File: src/core/spi_eeprom_pkg.sv
// shared constants for the serial eeprom device and host ends
package spi_eeprom_pkg;

  // ---------------------------------------------------------------
  // command codes
  // ---------------------------------------------------------------
  localparam logic [7:0] SET_WRITE_LATCH_CMD = 8'h06;
  localparam logic [7:0] CLEAR_WRITE_LATCH_CMD = 8'h04;
  localparam logic [7:0] READ_STATUS_CMD = 8'h05;
  localparam logic [7:0] WRITE_STATUS_CMD = 8'h01;
  localparam logic [7:0] READ_DATA_CMD = 8'h03;
  localparam logic [7:0] WRITE_DATA_CMD = 8'h02;

  // ---------------------------------------------------------------
  // status byte layout and reset values
  // ---------------------------------------------------------------
  localparam int SR_PROTECT_PIN_ENABLE_BIT = 7;
  localparam int SR_BLOCK_PROTECT_HI_BIT = 3;
  localparam int SR_BLOCK_PROTECT_LO_BIT = 2;
  localparam int SR_WRITE_LATCH_BIT = 1;
  localparam int SR_READY_BIT = 0;
  localparam logic PROTECT_PIN_ENABLE_RESET = 1'b0;
  localparam logic BLOCK_PROTECT_RESET = 1'b0;
  localparam logic WRITE_LATCH_RESET = 1'b0;
  // synchroniser reset: {hold_n, wp_n, si, sck, cs_n}
  localparam logic [4:0] LINK_IDLE = 5'h19;

  // ---------------------------------------------------------------
  // timing
  // ---------------------------------------------------------------
  localparam int CLK_PERIOD_NS = 40;
  localparam int NS_PER_MS = 1000000;
  localparam int WRITE_CYCLE_MS = 5;
  localparam int POWERUP_MS = 1;
  localparam int WRITE_CYCLE_CYCLES =
    WRITE_CYCLE_MS * NS_PER_MS / CLK_PERIOD_NS;
  localparam int POWERUP_CYCLES =
    (POWERUP_MS * NS_PER_MS + CLK_PERIOD_NS - 1) / CLK_PERIOD_NS;
  localparam int SCK_HALF_CYCLES = 4;

  // ---------------------------------------------------------------
  // host register map
  // ---------------------------------------------------------------
  localparam logic [7:0] HOST_CTRL_ADDR = 8'h00;
  localparam logic [7:0] HOST_DATA_ADDR = 8'h04;
  localparam logic [7:0] HOST_STAT_ADDR = 8'h08;
  localparam int CTRL_SELECT_BIT = 0;
  localparam int CTRL_PAUSE_BIT = 1;
  localparam int CTRL_WP_BIT = 2;
  localparam logic CTRL_WP_RESET = 1'b1;
  localparam int STAT_BUSY_BIT = 0;
  localparam int STAT_POWERED_BIT = 1;
  localparam int STAT_SELECTED_BIT = 2;

endpackage: spi_eeprom_pkg

File: src/core/spi_link_if.sv
// serial link between eeprom host and device
`timescale 1ns/1ps
interface spi_link_if;
  logic cs_n;
  logic sck;
  logic si;
  logic so;
  logic so_oe;
  logic wp_n;
  logic hold_n;

  modport dev (
    input cs_n,
    input sck,
    input si,
    input wp_n,
    input hold_n,
    output so,
    output so_oe
  );

  modport ctl (
    output cs_n,
    output sck,
    output si,
    output wp_n,
    output hold_n,
    input so,
    input so_oe
  );
endinterface: spi_link_if

File: src/core/spi_eeprom_dev.sv
// serial eeprom device end: command decode, status, write cycle
//
// The address map and the strobed register port were chosen for this implementation.
`timescale 1ns/1ps
// ---------------------------------------------------------------
// ---------------------------------------------------------------
module spi_eeprom_dev #(
  parameter int WRITE_CYCLE_CYCLES = spi_eeprom_pkg::WRITE_CYCLE_CYCLES
) (
  // clock and reset
  input logic core_clk,
  input logic rst,
  // serial link
  spi_link_if.dev link,
  // memory side
  output logic [15:0] mem_addr,
  input logic [7:0] mem_rdata,
  output logic [7:0] mem_wdata,
  output logic mem_wr,
  // device state
  output logic write_start,
  output logic write_busy,
  output logic standby,
  output logic [7:0] status
);

  typedef enum logic [2:0] {
    ST_CMD = 3'b000,
    ST_ADDR = 3'b001,
    ST_WDATA = 3'b010,
    ST_RDATA = 3'b011,
    ST_SR_WR = 3'b100,
    ST_SR_RD = 3'b101,
    ST_DONE = 3'b110,
    ST_IGNORE = 3'b111
  } dev_state_e;

  logic [4:0] meta_reg;
  logic [4:0] sync_reg;
  logic cs_n_s;
  logic sck_s;
  logic si_s;
  logic wp_n_s;
  logic hold_n_s;
  logic sck_d_reg;
  logic cs_d_reg;
  logic active;
  logic sck_rise;
  logic sck_fall;
  logic cs_rise;
  dev_state_e state_reg;
  logic [4:0] bit_cnt_reg;
  logic [7:0] in_sh_reg;
  logic [7:0] in_byte;
  logic [7:0] cmd_reg;
  logic [7:0] sr_data_reg;
  logic got_reg;
  logic [15:0] addr_reg;
  logic [7:0] wdata_reg;
  logic mem_wr_reg;
  logic addr_shift;
  logic rd_step;
  logic wel_reg;
  logic busy_reg;
  logic pen_reg;
  logic bp_hi_reg;
  logic bp_lo_reg;
  logic start_reg;
  logic [17:0] wc_cnt_reg;
  logic prot;
  logic wr_ok;
  logic sr_ok;
  logic [7:0] status_byte;
  logic [7:0] src_byte;
  logic [7:0] out_sh_reg;
  logic [2:0] out_cnt_reg;
  logic so_reg;
  logic out_state;

  // ---------------------------------------------------------------
  // pin synchronisers and edge detection
  // ---------------------------------------------------------------
  always_ff @(posedge core_clk or posedge rst)
  begin
    if (rst)
    begin
      meta_reg <= spi_eeprom_pkg::LINK_IDLE;
      sync_reg <= spi_eeprom_pkg::LINK_IDLE;
    end
    else
    begin
      meta_reg <= {link.hold_n, link.wp_n, link.si, link.sck, link.cs_n};
      sync_reg <= meta_reg;
    end
  end

  assign cs_n_s = sync_reg[0];
  assign sck_s = sync_reg[1];
  assign si_s = sync_reg[2];
  assign wp_n_s = sync_reg[3];
  assign hold_n_s = sync_reg[4];

  always_ff @(posedge core_clk or posedge rst)
  begin
    if (rst)
    begin
      sck_d_reg <= 1'b0;
      cs_d_reg <= 1'b1;
    end
    else
    begin
      sck_d_reg <= sck_s;
      cs_d_reg <= cs_n_s;
    end
  end

  // edges count only while selected and not paused
  assign active = ~cs_n_s & hold_n_s;
  assign sck_rise = active & sck_s & ~sck_d_reg;
  assign sck_fall = active & ~sck_s & sck_d_reg;
  assign cs_rise = cs_n_s & ~cs_d_reg;
  assign in_byte = {in_sh_reg[6:0], si_s};

  // ---------------------------------------------------------------
  // instruction decode
  // ---------------------------------------------------------------
  function automatic dev_state_e decode(
    input logic [7:0] op,
    input logic busy
  );
    dev_state_e st;
    st = ST_IGNORE;
    case (op)
      spi_eeprom_pkg::SET_WRITE_LATCH_CMD: st = ST_DONE;
      spi_eeprom_pkg::CLEAR_WRITE_LATCH_CMD: st = ST_DONE;
      spi_eeprom_pkg::READ_STATUS_CMD: st = ST_SR_RD;
      spi_eeprom_pkg::WRITE_STATUS_CMD: st = ST_SR_WR;
      spi_eeprom_pkg::READ_DATA_CMD: st = ST_ADDR;
      spi_eeprom_pkg::WRITE_DATA_CMD: st = ST_ADDR;
      default: st = ST_IGNORE;
    endcase
    if (busy && op != spi_eeprom_pkg::READ_STATUS_CMD)
    begin
      st = ST_IGNORE;
    end
    return st;
  endfunction: decode

  // ---------------------------------------------------------------
  // transfer state machine
  // ---------------------------------------------------------------
  always_ff @(posedge core_clk or posedge rst)
  begin
    if (rst)
    begin
      state_reg <= ST_CMD;
      bit_cnt_reg <= 5'h00;
      in_sh_reg <= 8'h00;
      cmd_reg <= 8'h00;
      sr_data_reg <= 8'h00;
      got_reg <= 1'b0;
      wdata_reg <= 8'h00;
      mem_wr_reg <= 1'b0;
    end
    else
    begin
      mem_wr_reg <= 1'b0;
      if (cs_n_s)
      begin
        state_reg <= ST_CMD;
        bit_cnt_reg <= 5'h00;
        got_reg <= 1'b0;
      end
      else if (sck_rise)
      begin
        in_sh_reg <= in_byte;
        bit_cnt_reg <= bit_cnt_reg + 5'h01;
        unique case (state_reg)
          ST_CMD:
          begin
            if (bit_cnt_reg == 5'h07)
            begin
              bit_cnt_reg <= 5'h00;
              cmd_reg <= in_byte;
              state_reg <= decode(in_byte, busy_reg);
            end
          end
          ST_ADDR:
          begin
            if (bit_cnt_reg == 5'h0f)
            begin
              bit_cnt_reg <= 5'h00;
              if (cmd_reg == spi_eeprom_pkg::READ_DATA_CMD)
              begin
                state_reg <= ST_RDATA;
              end
              else
              begin
                state_reg <= ST_WDATA;
              end
            end
          end
          ST_WDATA:
          begin
            if (bit_cnt_reg == 5'h07)
            begin
              bit_cnt_reg <= 5'h00;
              wdata_reg <= in_byte;
              mem_wr_reg <= 1'b1;
              got_reg <= 1'b1;
            end
          end
          ST_SR_WR:
          begin
            if (bit_cnt_reg == 5'h07)
            begin
              sr_data_reg <= in_byte;
              got_reg <= 1'b1;
              state_reg <= ST_DONE;
            end
          end
          ST_RDATA, ST_SR_RD, ST_DONE, ST_IGNORE:
          begin
            bit_cnt_reg <= 5'h00;
          end
        endcase
      end
    end
  end

  // ---------------------------------------------------------------
  // address pointer
  // ---------------------------------------------------------------
  assign addr_shift = sck_rise & (state_reg == ST_ADDR);
  assign rd_step = sck_fall & (state_reg == ST_RDATA) &
    (out_cnt_reg == 3'h7);

  always_ff @(posedge core_clk or posedge rst)
  begin
    if (rst)
    begin
      addr_reg <= 16'h0000;
    end
    else if (addr_shift)
    begin
      addr_reg <= {addr_reg[14:0], si_s};
    end
    else if (mem_wr_reg || rd_step)
    begin
      addr_reg <= addr_reg + 16'h0001;
    end
  end

  // ---------------------------------------------------------------
  // status, write latch and self-timed write cycle
  // ---------------------------------------------------------------
  assign prot = ~wp_n_s & pen_reg;
  assign wr_ok = (state_reg == ST_WDATA) & got_reg & wel_reg;
  assign sr_ok = (state_reg == ST_DONE) & got_reg & wel_reg & ~prot &
    (cmd_reg == spi_eeprom_pkg::WRITE_STATUS_CMD);

  always_ff @(posedge core_clk or posedge rst)
  begin
    if (rst)
    begin
      wel_reg <= spi_eeprom_pkg::WRITE_LATCH_RESET;
      busy_reg <= 1'b0;
      pen_reg <= spi_eeprom_pkg::PROTECT_PIN_ENABLE_RESET;
      bp_hi_reg <= spi_eeprom_pkg::BLOCK_PROTECT_RESET;
      bp_lo_reg <= spi_eeprom_pkg::BLOCK_PROTECT_RESET;
      start_reg <= 1'b0;
      wc_cnt_reg <= 18'h00000;
    end
    else
    begin
      start_reg <= 1'b0;
      if (busy_reg)
      begin
        wc_cnt_reg <= wc_cnt_reg + 18'h00001;
        if (wc_cnt_reg == 18'(WRITE_CYCLE_CYCLES - 1))
        begin
          busy_reg <= 1'b0;
          wel_reg <= 1'b0;
        end
      end
      else if (cs_rise)
      begin
        if (state_reg == ST_DONE &&
            cmd_reg == spi_eeprom_pkg::SET_WRITE_LATCH_CMD)
        begin
          wel_reg <= 1'b1;
        end
        if (state_reg == ST_DONE &&
            cmd_reg == spi_eeprom_pkg::CLEAR_WRITE_LATCH_CMD)
        begin
          wel_reg <= 1'b0;
        end
        if (wr_ok || sr_ok)
        begin
          busy_reg <= 1'b1;
          start_reg <= 1'b1;
          wc_cnt_reg <= 18'h00000;
        end
        if (sr_ok)
        begin
          pen_reg <= sr_data_reg[spi_eeprom_pkg::SR_PROTECT_PIN_ENABLE_BIT];
          bp_hi_reg <= sr_data_reg[spi_eeprom_pkg::SR_BLOCK_PROTECT_HI_BIT];
          bp_lo_reg <= sr_data_reg[spi_eeprom_pkg::SR_BLOCK_PROTECT_LO_BIT];
        end
      end
    end
  end

  always_comb
  begin
    status_byte = 8'h00;
    status_byte[spi_eeprom_pkg::SR_PROTECT_PIN_ENABLE_BIT] = pen_reg;
    status_byte[spi_eeprom_pkg::SR_BLOCK_PROTECT_HI_BIT] = bp_hi_reg;
    status_byte[spi_eeprom_pkg::SR_BLOCK_PROTECT_LO_BIT] = bp_lo_reg;
    status_byte[spi_eeprom_pkg::SR_WRITE_LATCH_BIT] = wel_reg;
    status_byte[spi_eeprom_pkg::SR_READY_BIT] = busy_reg;
  end

  // ---------------------------------------------------------------
  // serial output
  // ---------------------------------------------------------------
  assign out_state = (state_reg == ST_SR_RD) | (state_reg == ST_RDATA);
  assign src_byte = (state_reg == ST_SR_RD) ? status_byte : mem_rdata;

  always_ff @(posedge core_clk or posedge rst)
  begin
    if (rst)
    begin
      so_reg <= 1'b0;
      out_sh_reg <= 8'h00;
      out_cnt_reg <= 3'h0;
    end
    else if (cs_n_s)
    begin
      out_cnt_reg <= 3'h0;
    end
    else if (sck_fall && out_state)
    begin
      out_cnt_reg <= out_cnt_reg + 3'h1;
      if (out_cnt_reg == 3'h0)
      begin
        so_reg <= src_byte[7];
        out_sh_reg <= {src_byte[6:0], 1'b0};
      end
      else
      begin
        so_reg <= out_sh_reg[7];
        out_sh_reg <= {out_sh_reg[6:0], 1'b0};
      end
    end
  end

  // ---------------------------------------------------------------
  // outputs
  // ---------------------------------------------------------------
  assign link.so = so_reg;
  assign link.so_oe = ~cs_n_s & hold_n_s & out_state;
  assign mem_addr = addr_reg;
  assign mem_wdata = wdata_reg;
  assign mem_wr = mem_wr_reg;
  assign write_start = start_reg;
  assign write_busy = busy_reg;
  assign standby = cs_n_s & ~busy_reg;
  assign status = status_byte;

endmodule: spi_eeprom_dev

File: src/flat_wrapper.sv
// flat-port wrapper written by rule: the top's interface ports become plain ports
module spi_eeprom_dev_flat 
#(
  parameter int WRITE_CYCLE_CYCLES = spi_eeprom_pkg::WRITE_CYCLE_CYCLES
)
  (core_clk, rst, mem_addr, mem_rdata, mem_wdata, mem_wr, write_start, write_busy, standby, status, link_cs_n, link_sck, link_si, link_wp_n, link_hold_n, link_so, link_so_oe);
  spi_link_if link_i ();
  input logic core_clk;
  input logic rst;
  output logic [15:0] mem_addr;
  input logic [7:0] mem_rdata;
  output logic [7:0] mem_wdata;
  output logic mem_wr;
  output logic write_start;
  output logic write_busy;
  output logic standby;
  output logic [7:0] status;
  input wire logic [$bits(link_i.cs_n)-1:0] link_cs_n;
  input wire logic [$bits(link_i.sck)-1:0] link_sck;
  input wire logic [$bits(link_i.si)-1:0] link_si;
  input wire logic [$bits(link_i.wp_n)-1:0] link_wp_n;
  input wire logic [$bits(link_i.hold_n)-1:0] link_hold_n;
  output wire logic [$bits(link_i.so)-1:0] link_so;
  output wire logic [$bits(link_i.so_oe)-1:0] link_so_oe;
  assign link_i.cs_n = link_cs_n;
  assign link_i.sck = link_sck;
  assign link_i.si = link_si;
  assign link_i.wp_n = link_wp_n;
  assign link_i.hold_n = link_hold_n;
  assign link_so = link_i.so;
  assign link_so_oe = link_i.so_oe;
  spi_eeprom_dev #(.WRITE_CYCLE_CYCLES(WRITE_CYCLE_CYCLES)) u_core (.core_clk(core_clk), .rst(rst), .link(link_i), .mem_addr(mem_addr), .mem_rdata(mem_rdata), .mem_wdata(mem_wdata), .mem_wr(mem_wr), .write_start(write_start), .write_busy(write_busy), .standby(standby), .status(status));
endmodule
File: config.mk
export PLATFORM = sky130hd
export DESIGN_NAME = spi_eeprom_dev_flat
export DESIGN_NICKNAME = d
export VERILOG_FILES = /design/src/core/spi_eeprom_pkg.sv /design/src/core/spi_link_if.sv /design/src/core/spi_eeprom_dev.sv /design/src/flat_wrapper.sv
export SDC_FILE = /design/constraint.sdc
export NUM_CORES = 1
export LEC_CHECK = 0
export BUFFER_PORTS_ARGS = -buffer_cell sky130_fd_sc_hd__buf_2
export CAP_MARGIN = 10
export CORE_UTILIZATION = 45
export CTS_CLUSTER_DIAMETER = 100
export DETAILED_ROUTE_END_ITERATION = 10
export PLACE_DENSITY = 0.66
export SLEW_MARGIN = 20
export SYNTH_ARGS = -nofsm -noshare
export SYNTH_HDL_FRONTEND = slang
export SYNTH_SLANG_ARGS = --single-unit
File: constraint.sdc
create_clock -name core_clk -period 2.6 [get_ports core_clk]
set_input_delay 0.13 -clock core_clk [delete_from_list [all_inputs] [get_ports core_clk]]
set_output_delay 0.13 -clock core_clk [all_outputs]
set_load 0.005 [all_outputs]
==> run metrics, run 1 <==
Cell Int Power=around 2.2 mW; Top FF cell, synth=dfrtp_1; Post-Route Skew=about 14 ps; initial antenna violation count=0; Startpoint Class=register; critical path type=register to register; count of cell types in the netlist=just over 60; commonest non-fill, non-tap cells in the layout=92 x dfrtp_1, 63 x nand2_1, 49 x buf_2; total power=approximately 2.8 mW; CP dominant cell by count=or4_4; Clock Sinks=between 90 and 100; row cnt=37; CTS resizes=0; TNS Setup=0 ps; gr ovfl total=0; period utilization=90.2%; total CTS buffers=9; crit path DAT=about 2600 ps; Die Span X=105 µm; switching share of power=between 20% and 30%; final setup vio count=0; VDD IR-drop max=0.477 mV; setup bufs post-CTS=0; GP Congestion=0.825; most common cell after layout, fill and taps aside=dfrtp_1; clk_lat worst skew=between 300 and 400 ps; I/O pin count=53; warnings from Yosys=0; unrepaired setup endpoints after global routing=no; max FFs per register=18; compound-gate portion of the synthesized area=12.3%; grt met1 use=25.2%; Cell Chain, Critical Path=or4_4 -> or4_4 -> o32a_1 -> nor2_1 -> o21ai_0; synth-to-layout area growth=14.0%; flops & latches, synth=99; layout net count=544; Critical-path top delay cell=or4_4; first-pass GRT wire length=around 17000 µm; vias per cell=about 5.5; WL/cell=approximately 15 µm; CP max FO=8; worst slack, placed=roughly 260 ps; diodes inserted=0; Post-Synth Adder-Cell Area=around 2.1%; number of flops mapped to enable cells by yosys=0; CTS Root Cell=clkbuf_8; largest cells by area after synthesis=dfrtp_1 48%, nand2_1 4.9%, dfstp_2 3.8%, o21ai_0 3.8%, mux2_2 3.5%; Combinational Power Share=under 10%; Post-DP Area=just over 5000 µm²; maximum number of pins on one net before global-route repair=between 40 and 50; GRT met2 Usage=a little under 30%; die area=between 10000 and 15000 µm²; CP max stage delay=around 530 ps; Detail Placement HPWL=6960 µm; CTS tree=yes; Hold Vio Cnt, Final=0; share of the synthesized area in the top cell type=47.9%; htree depth=3; simple-gate share of the synthesized area=around 20%; status=finished, final reports clean; cell taking the most area after synthesis=dfrtp_1; Via Count=~3700; number of routed nets with antenna violations=0; via count of the first global-routing pass=approximately 3500; drt first-iter violations=roughly 190; design area=between 5000 and 6000 µm²; largest family of logic cells by synthesized area=simple AND/OR/NAND/NOR gates; total track usage=19.0%; Reg power frac=between 50% and 60%; number of buffers added on ports=between 40 and 50; initial core utilization=about 47%; xor-xnor portion of the synthesized cell area=1.09%; GRT busiest layer=met2; max-slew violations=0; power density over the cells=between 500 and 600 nW/µm²; CP delay by family, top=simple AND/OR/NAND/NOR gates; Clk pwr share=between 30 and 40%; Finished Core Util=between 50% and 60%; required time of the worst setup path=2840 ps; met3 Track Usage GR=about 4.6%; Final WS setup=around 250 ps; slew margin rel.=39.0%; Worst Setup End Kind=register; clk buf depth=2; fraction of registers with async set/reset=100%; Slew @ Worst Pin=slightly above 900 ps; mapped cell area=roughly 4800 µm²; Die Y=~110 µm; Highest Clock Rate=about 0.43 GHz; Min-Delay Path Class=input pin to register; sequential area share after synthesis=51.8%; drt drc=0; Pre-antenna DRT Iters=4; Buf+Inv Stages, Crit Path=0; Net Switching=653 µW; share of cells above drive strength 1=between 20% and 30%; Tmin final=around 2300 ps; Core Region=roughly 10000 µm²; mux contribution to synthesized area=approximately a tenth; max-cap violation count=0; clk slew on worst S/H paths=approximately 90 ps; syn_area_per_cell=roughly 10 µm²; Cells after Synth=470; Total Wirelength=slightly below 10000 µm; hold_buf cts=6; leakage=between 2 and 3 nW
per-layer routing:
layer	part of all wire, %	up-vias
li1	-	1780
met1	48	1799
met2	46	66
met3	3.6	15
met4	2.1	0
met5	0	-
cell families (layout without fill, tap and decap cells):
group | count (synthesis) | in the layout
AOI/OAI and AO/OA | 96 | 96
DFF | 99 | 99
buffers and inverters | 39 | 93
xor gates and xnor gates | 6 | 6
adders and majority gates | 8 | 8
other | 1 | 3
and+or+nand+nor | 181 | 181
muxes | 40 | 40
cells in the mapped netlist, types with 3 or more instances:
cell / instances
a211o_1: 3
a21oi_1: 20
a31oi_1: 5
and2_1: 4
and3_1: 4
buf_1: 3
buf_4: 8
clkbuf_1: 15
dfrtp_1: 92
dfstp_2: 7
ha_1: 8
inv_1: 11
mux2_1: 7
mux2_2: 15
mux2_4: 4
mux2i_1: 14
nand2_1: 63
nand2b_1: 4
nand3_1: 17
nand3b_1: 3
nand4_1: 14
nor2_1: 32
nor2b_1: 7
nor3_1: 5
nor4b_1: 4
o211ai_1: 11
o21ai_0: 36
or3_1: 6
xnor2_1: 4
power groups by stage:
stage | clock network (mW) | registers [mW] | logic, mW
2_1_floorplan | 0 | 1.62 | 0.118
3_3_place_gp | 0 | 1.65 | 0.141
3_5_place_dp | 0 | 1.65 | 0.146
4_1_cts | 1.10 | 1.62 | 0.153
5_1_grt | 1.15 | 1.62 | 0.169
6_report | 1.07 | 1.62 | 0.148
worst paths after layout:
path	startpoint	end	slack (ps)	cells past startpoint
hold reg to reg	u_core.meta_reg[1]	u_core.sync_reg[1]	350	0
setup reg to reg	u_core.cmd_reg[3]	u_core.wc_cnt_reg[9]	250	5
max in group asynchronous	rst	u_core.meta_reg[3]	1400	4
min in group asynchronous	rst	u_core.in_sh_reg[6]	490	3
hold / removal	mem_rdata[0]	u_core.out_sh_reg[1]	100	3
setup / recovery	u_core.cmd_reg[3]	u_core.wc_cnt_reg[9]	250	5
per-stage QoR:
stage	std cells	hold slack (ps)
CTS	662	77.2
floorplan	472	134
global route	662	141
finish	662	103
detailed placement	640	236
global placement	640	235
cell type report:
class,instances,area [µm²]
clock buffers,10,128
flip-flops and latches,99,2490
well taps,136,170
fillers,902,4850
inverters,11,45.0
multi-input cells,334,2150
repair buffers,66,413
clock inverters,6,90.1
worst min-delay path: stages:
cell and delay (ps):
buf_2 100, a21oi_1 130, o31ai_1 70
Note: power is estimated with default switching activity, not from simulation.
==> run 2, diff against run 1 <==
Settings changed: CELL_PAD_IN_SITES_DETAIL_PLACEMENT set to 0, CELL_PAD_IN_SITES_GLOBAL_PLACEMENT set to 1, CORE_UTILIZATION 45 to 41, PLACE_DENSITY 0.66 to unset, PLACE_DENSITY_LB_ADDON set to 0.1.
==> run 2 against run 1 <==
Combinational power down 4%. Clock skew down 4.5 ps. Global-route usage down 0.96 points. Critical path type unchanged. Largest cell class unchanged.
==> run metrics, run 2 (synthesis results as in run 1) <==
initial core utilization=between 40% and 50%; Worst R2R Setup Slack=330 ps; Worst Hold Path EP=u_core.out_sh_reg[1]; max-slew violations=0; Core Region=~11000 µm²; Startpoint Class=register; required time of the worst setup path=approximately 2800 ps; Inst Count DP=between 600 and 700; Worst R2R Path Depth=5; clk_lat worst skew=about 350 ps; drt drc=0; synth-to-layout area growth=15.6%; VDD IR-drop max=0.541 mV; power density over the cells=approximately 560 nW/µm²; RR Startpoint=u_core.cmd_reg[3]; total power=a little over 3 mW; Finished Layout Cells=670; Hold Vio Cnt, Final=0; period utilization=between 80% and 90%; Die Span X=110 µm; CTS tree=yes; Die Y=110 µm; via count of the first global-routing pass=3303; Tmin final=~2300 ps; Worst Setup End Kind=register; total track usage=18.0%; CP dominant cell by count=or4_4; Slew @ Worst Pin=roughly 840 ps; gr ovfl total=0; number of routed nets with antenna violations=0; Critical-path top delay cell=or4_4; GP Congestion=between 0.7 and 0.8; Min-Delay Path Class=input pin to register; Clock Sinks=roughly 100; clk slew on worst S/H paths=approximately 60 ps; WL/cell=approximately 15 µm; Cell Chain, Critical Path=or4_4 -> or4_4 -> o32a_1 -> o31a_1 -> mux2_4; Post-Route Skew=9.80 ps; CP max stage delay=around 540 ps; max FFs per register=18; drt first-iter violations=roughly 240; commonest non-fill, non-tap cells in the layout=92 x dfrtp_1, 63 x nand2_1, 49 x buf_2; I/O pin count=53; unrepaired setup endpoints after global routing=no; CTS resizes=0; total CTS buffers=9; Via Count=3585; diodes inserted=0; htree depth=3; leakage=~2.6 nW; Highest Clock Rate=between 0.4 and 0.5 GHz; vias per cell=~5.4; Buf+Inv Stages, Crit Path=0; first-pass GRT wire length=about 17000 µm; status=finished, final reports clean; max-cap violation count=0; crit path DAT=between 2000 and 3000 ps; Crit path depth=5; CP max FO=6; initial antenna violation count=0; most common cell after layout, fill and taps aside=dfrtp_1; maximum number of pins on one net before global-route repair=67; setup bufs post-CTS=0; CP delay by family, top=simple AND/OR/NAND/NOR gates; number of buffers added on ports=a little under 50; CTS Root Cell=clkbuf_16; slew margin rel.=between 40 and 50%; clk buf depth=2; critical path type=register to register; hold path cells=3; hold path startpoint=mem_rdata[0]; hold_buf cts=6; final setup vio count=0; Pre-antenna DRT Iters=4; FF-to-FF End=u_core.wc_cnt_reg[0]; Total Wirelength=roughly 10000 µm; TNS Setup=0 ps; layout net count=545; design area=roughly 5600 µm²; Detail Placement HPWL=slightly above 7000 µm; row cnt=39; Post-DP Area=about 5200 µm²; share of cells above drive strength 1=around a fifth; die area=~12000 µm²
run 2: cell count changes in the layout (fill, tap and decap cells not counted), moves of 2 or more:
| cell | previous run | this run |
|---|---|---|
| buf_4 | 9 | 12 |
| clkbuf_8 | 9 | 1 |
| buf_12 | 2 | 0 |
| clkinvlp_4 | 5 | 3 |
| clkinv_2 | 0 | 2 |
| clkbuf_16 | 0 | 9 |
run 2: worst max-delay path by stage:
stage / end / from / slack [ps]
after floorplan: u_core.wc_cnt_reg[0] / u_core.cmd_reg[3] / 470
after global placement: u_core.wc_cnt_reg[0] / u_core.cmd_reg[3] / 390
after detailed placement: u_core.wc_cnt_reg[9] / u_core.cmd_reg[3] / 320
after CTS: u_core.wc_cnt_reg[9] / u_core.cmd_reg[4] / 340
after global routing: u_core.wc_cnt_reg[0] / u_core.cmd_reg[3] / 260
final: u_core.wc_cnt_reg[0] / u_core.cmd_reg[3] / 330
run 2: layout make-up:
type,count,area (µm²)
inverter,11,45.0
fill,1086,5860
tap,143,179
sequential,99,2490
multi-input combinational,334,2150
timing repair buffer,67,395
clock inverter,6,63.8
clock buffer,10,239
run 2: tightest hold or removal path, delay by kind of cell:
family,cells,cell delay [ps]
AOI/OAI and AO/OA,2,180
buffers and inverters,1,110
run 2: layer usage:
metal	vias to the layer above	GRT usage (%)	wire, µm
li1	1786	-	-
met3	11	5.94	373
met4	0	4.79	110
met2	50	28.0	4650
met5	-	0	0
met1	1738	24.2	5040
run 2: per-stage QoR:
| step | worst slack (ps) | utilization [%] | hold WS (ps) |
|---|---|---|---|
| 2_1_floorplan | 468 | - | 134 |
| 3_3_place_gp | 387 | 45.5 | 237 |
| 3_5_place_dp | 324 | 45.5 | 236 |
| 4_1_cts | 336 | 48.6 | 107 |
| 5_1_grt | 261 | 48.6 | 106 |
| 6_report | 331 | 48.6 | 120 |
run 2: report_power, final:
| part | internal [mW] | switching (mW) | leakage [nW] |
|---|---|---|---|
| logic | 0.0612 | 0.0807 | 1.17 |
| clock network | 0.772 | 0.581 | 0.145 |
| registers | 1.57 | 0.0471 | 1.30 |
==> run 3, diff against run 2 <==
Settings changed: GPL_TIMING_DRIVEN set to 0.
==> run 3 against run 2 <==
Sequential share of layout area down 1.2 points. Critical endpoint is now u_core.bp_lo_reg. Largest power group unchanged. Sequential cell count unchanged. Register-to-register slack worse by 70 ps. Non-clock buffer count up 19. Critical path depth unchanged. Global-route usage up 0.84 points. Die area unchanged. Largest cell class unchanged.
==> run metrics, run 3 (synthesis results as in run 1) <==
unrepaired setup endpoints after global routing=no; Clock Sinks=99; vias per cell=5.29; VDD IR-drop max=roughly 0.6 mV; diodes inserted=0; Worst Setup End Kind=register; Core Region=11400 µm²; crit path DAT=2580 ps; drt first-iter violations=between 200 and 250; htree depth=3; Via Count=about 3600; Die Y=roughly 110 µm; TNS Setup=0 ps; slew margin rel.=between 50% and 60%; period utilization=between 90% and 100%; CP max stage delay=between 500 and 600 ps; WL/cell=roughly 15 µm; fillers=1079; Detail Placement HPWL=between 7000 and 8000 µm; first-pass GRT wire length=~17000 µm; CTS Root Cell=clkbuf_16; Slew @ Worst Pin=around 730 ps; worst slack, placed=between 200 and 250 ps; via count of the first global-routing pass=3482; total CTS buffers=9; Hold Vio Cnt, Final=0; status=finished, final reports clean; clk slew on worst S/H paths=around 70 ps; number of routed nets with antenna violations=0; initial core utilization=42.1%; clk buf depth=2; Total Wirelength=between 10000 and 15000 µm; I/O pin count=53; Startpoint Class=register; CP max FO=10; Tmin final=around 2300 ps; multi-input logic area=roughly 2200 µm²; CP delay by family, top=simple AND/OR/NAND/NOR gates; Die Span X=between 100 and 150 µm; gr ovfl total=0; Buf+Inv Stages, Crit Path=2; Seq. cell area=roughly 2500 µm²; Min-Delay Path Class=input pin to register; final setup vio count=0; Pre-antenna DRT Iters=4; setup bufs post-CTS=0; CTS tree=yes; clk_lat worst skew=350 ps; number of buffers added on ports=between 40 and 50; share of cells above drive strength 1=a little over 20%; Final WS setup=approximately 260 ps; Cell Chain, Critical Path=buf_2 -> inv_1 -> or3_1 -> or3_4 -> mux2_4; critical path type=register to register; synth-to-layout area growth=18.8%; total track usage=18.9%; leakage=~2.7 nW; initial antenna violation count=0; layout net count=564; commonest non-fill, non-tap cells in the layout=92 x dfrtp_1, 63 x nand2_1, 51 x buf_2; drt drc=0; row cnt=39; required time of the worst setup path=about 2800 ps; Critical-path top delay cell=dfstp_2; maximum number of pins on one net before global-route repair=31; Post-Route Skew=approximately 7.3 ps; power density over the cells=roughly 570 nW/µm²; max-cap violation count=0; most common cell after layout, fill and taps aside=dfrtp_1; max FFs per register=18; GP Congestion=a little under 0.8; max-slew violations=0; die area=12200 µm²; Highest Clock Rate=0.427 GHz
## run 3: cell count changes in the layout (fill, tap and decap cells not counted), sizes merged
cell,change
inv,-1
buf,+4
clkbuf,+15
bufinv,+1
## run 3: per-layer routing
| metal | up-vias | GRT usage [%] | share of wire, % | routed length [µm] |
|---|---|---|---|---|
| li1 | 1832 | - | - | - |
| met1 | 1759 | 25.6 | 49 | 5190 |
| met2 | 46 | 29.5 | 46 | 4850 |
| met3 | 10 | 4.53 | 3.0 | 312 |
| met4 | 0 | 6.20 | 1.4 | 146 |
| met5 | - | 0 | 0 | 0 |
## run 3: worst reg2reg max path, cell delays in order, from the launching register on
cell and delay (ps):
dfstp_2 560, buf_2 240, inv_1 190, or3_1 480
or3_4 450, mux2_4 310
## run 3: cell type report
class | instances | area share, %
Clock buffer | 10 | 4.19
Inverter | 11 | 0.789
Timing Repair Buffer | 58 | 6.66
Tap cell | 143 | 3.13
Sequential cell | 99 | 43.6
Buffer | 28 | 2.41
Clock inverter | 6 | 1.56
Multi-Input combinational cell | 334 | 37.7
## run 3: final timing paths
path	cells past startpoint	slack (ps)	end	start
worst max-delay path	5	260	u_core.bp_lo_reg	u_core.sync_reg[0]
worst min-delay path	3	100	u_core.out_sh_reg[1]	mem_rdata[0]
worst min register to register	0	350	u_core.sync_reg[1]	u_core.meta_reg[1]
worst max register to register	5	260	u_core.bp_lo_reg	u_core.sync_reg[0]
min in group asynchronous	3	440	u_core.wc_cnt_reg[17]	rst
max in group asynchronous	5	1370	u_core.sync_reg[4]	rst
## run 3: report_power, final
part,internal (mW),leakage [nW],total [mW],switching (mW)
Combinational,0.0756,1.22,0.181,0.106
Clock,0.869,0.155,1.46,0.594
Sequential,1.57,1.30,1.60,0.0274
## run 3: repair_timing
item                                   4_1_cts  5_1_grt
hold buffers                                 6        0
endpoints found under the hold margin       33        0
setup endpoints to repair                    0        6
gates resized for setup                      0        1
## run 3: stage by stage
| step | instance area [µm²] | utilization (%) | hold slack [ps] | power, mW | cells |
|---|---|---|---|---|---|
| after floorplan | 4810 | - | 134 | 1.73 | 472 |
| after global placement | 5240 | 45.9 | 235 | 1.79 | 664 |
| after detailed placement | 5310 | 46.5 | 236 | 1.81 | 667 |
| after CTS | 5700 | 49.9 | 93.6 | 3.29 | 689 |
| after global routing | 5710 | 50.0 | 118 | 3.36 | 689 |
| final | 5710 | 50.0 | 104 | 3.24 | 689 |
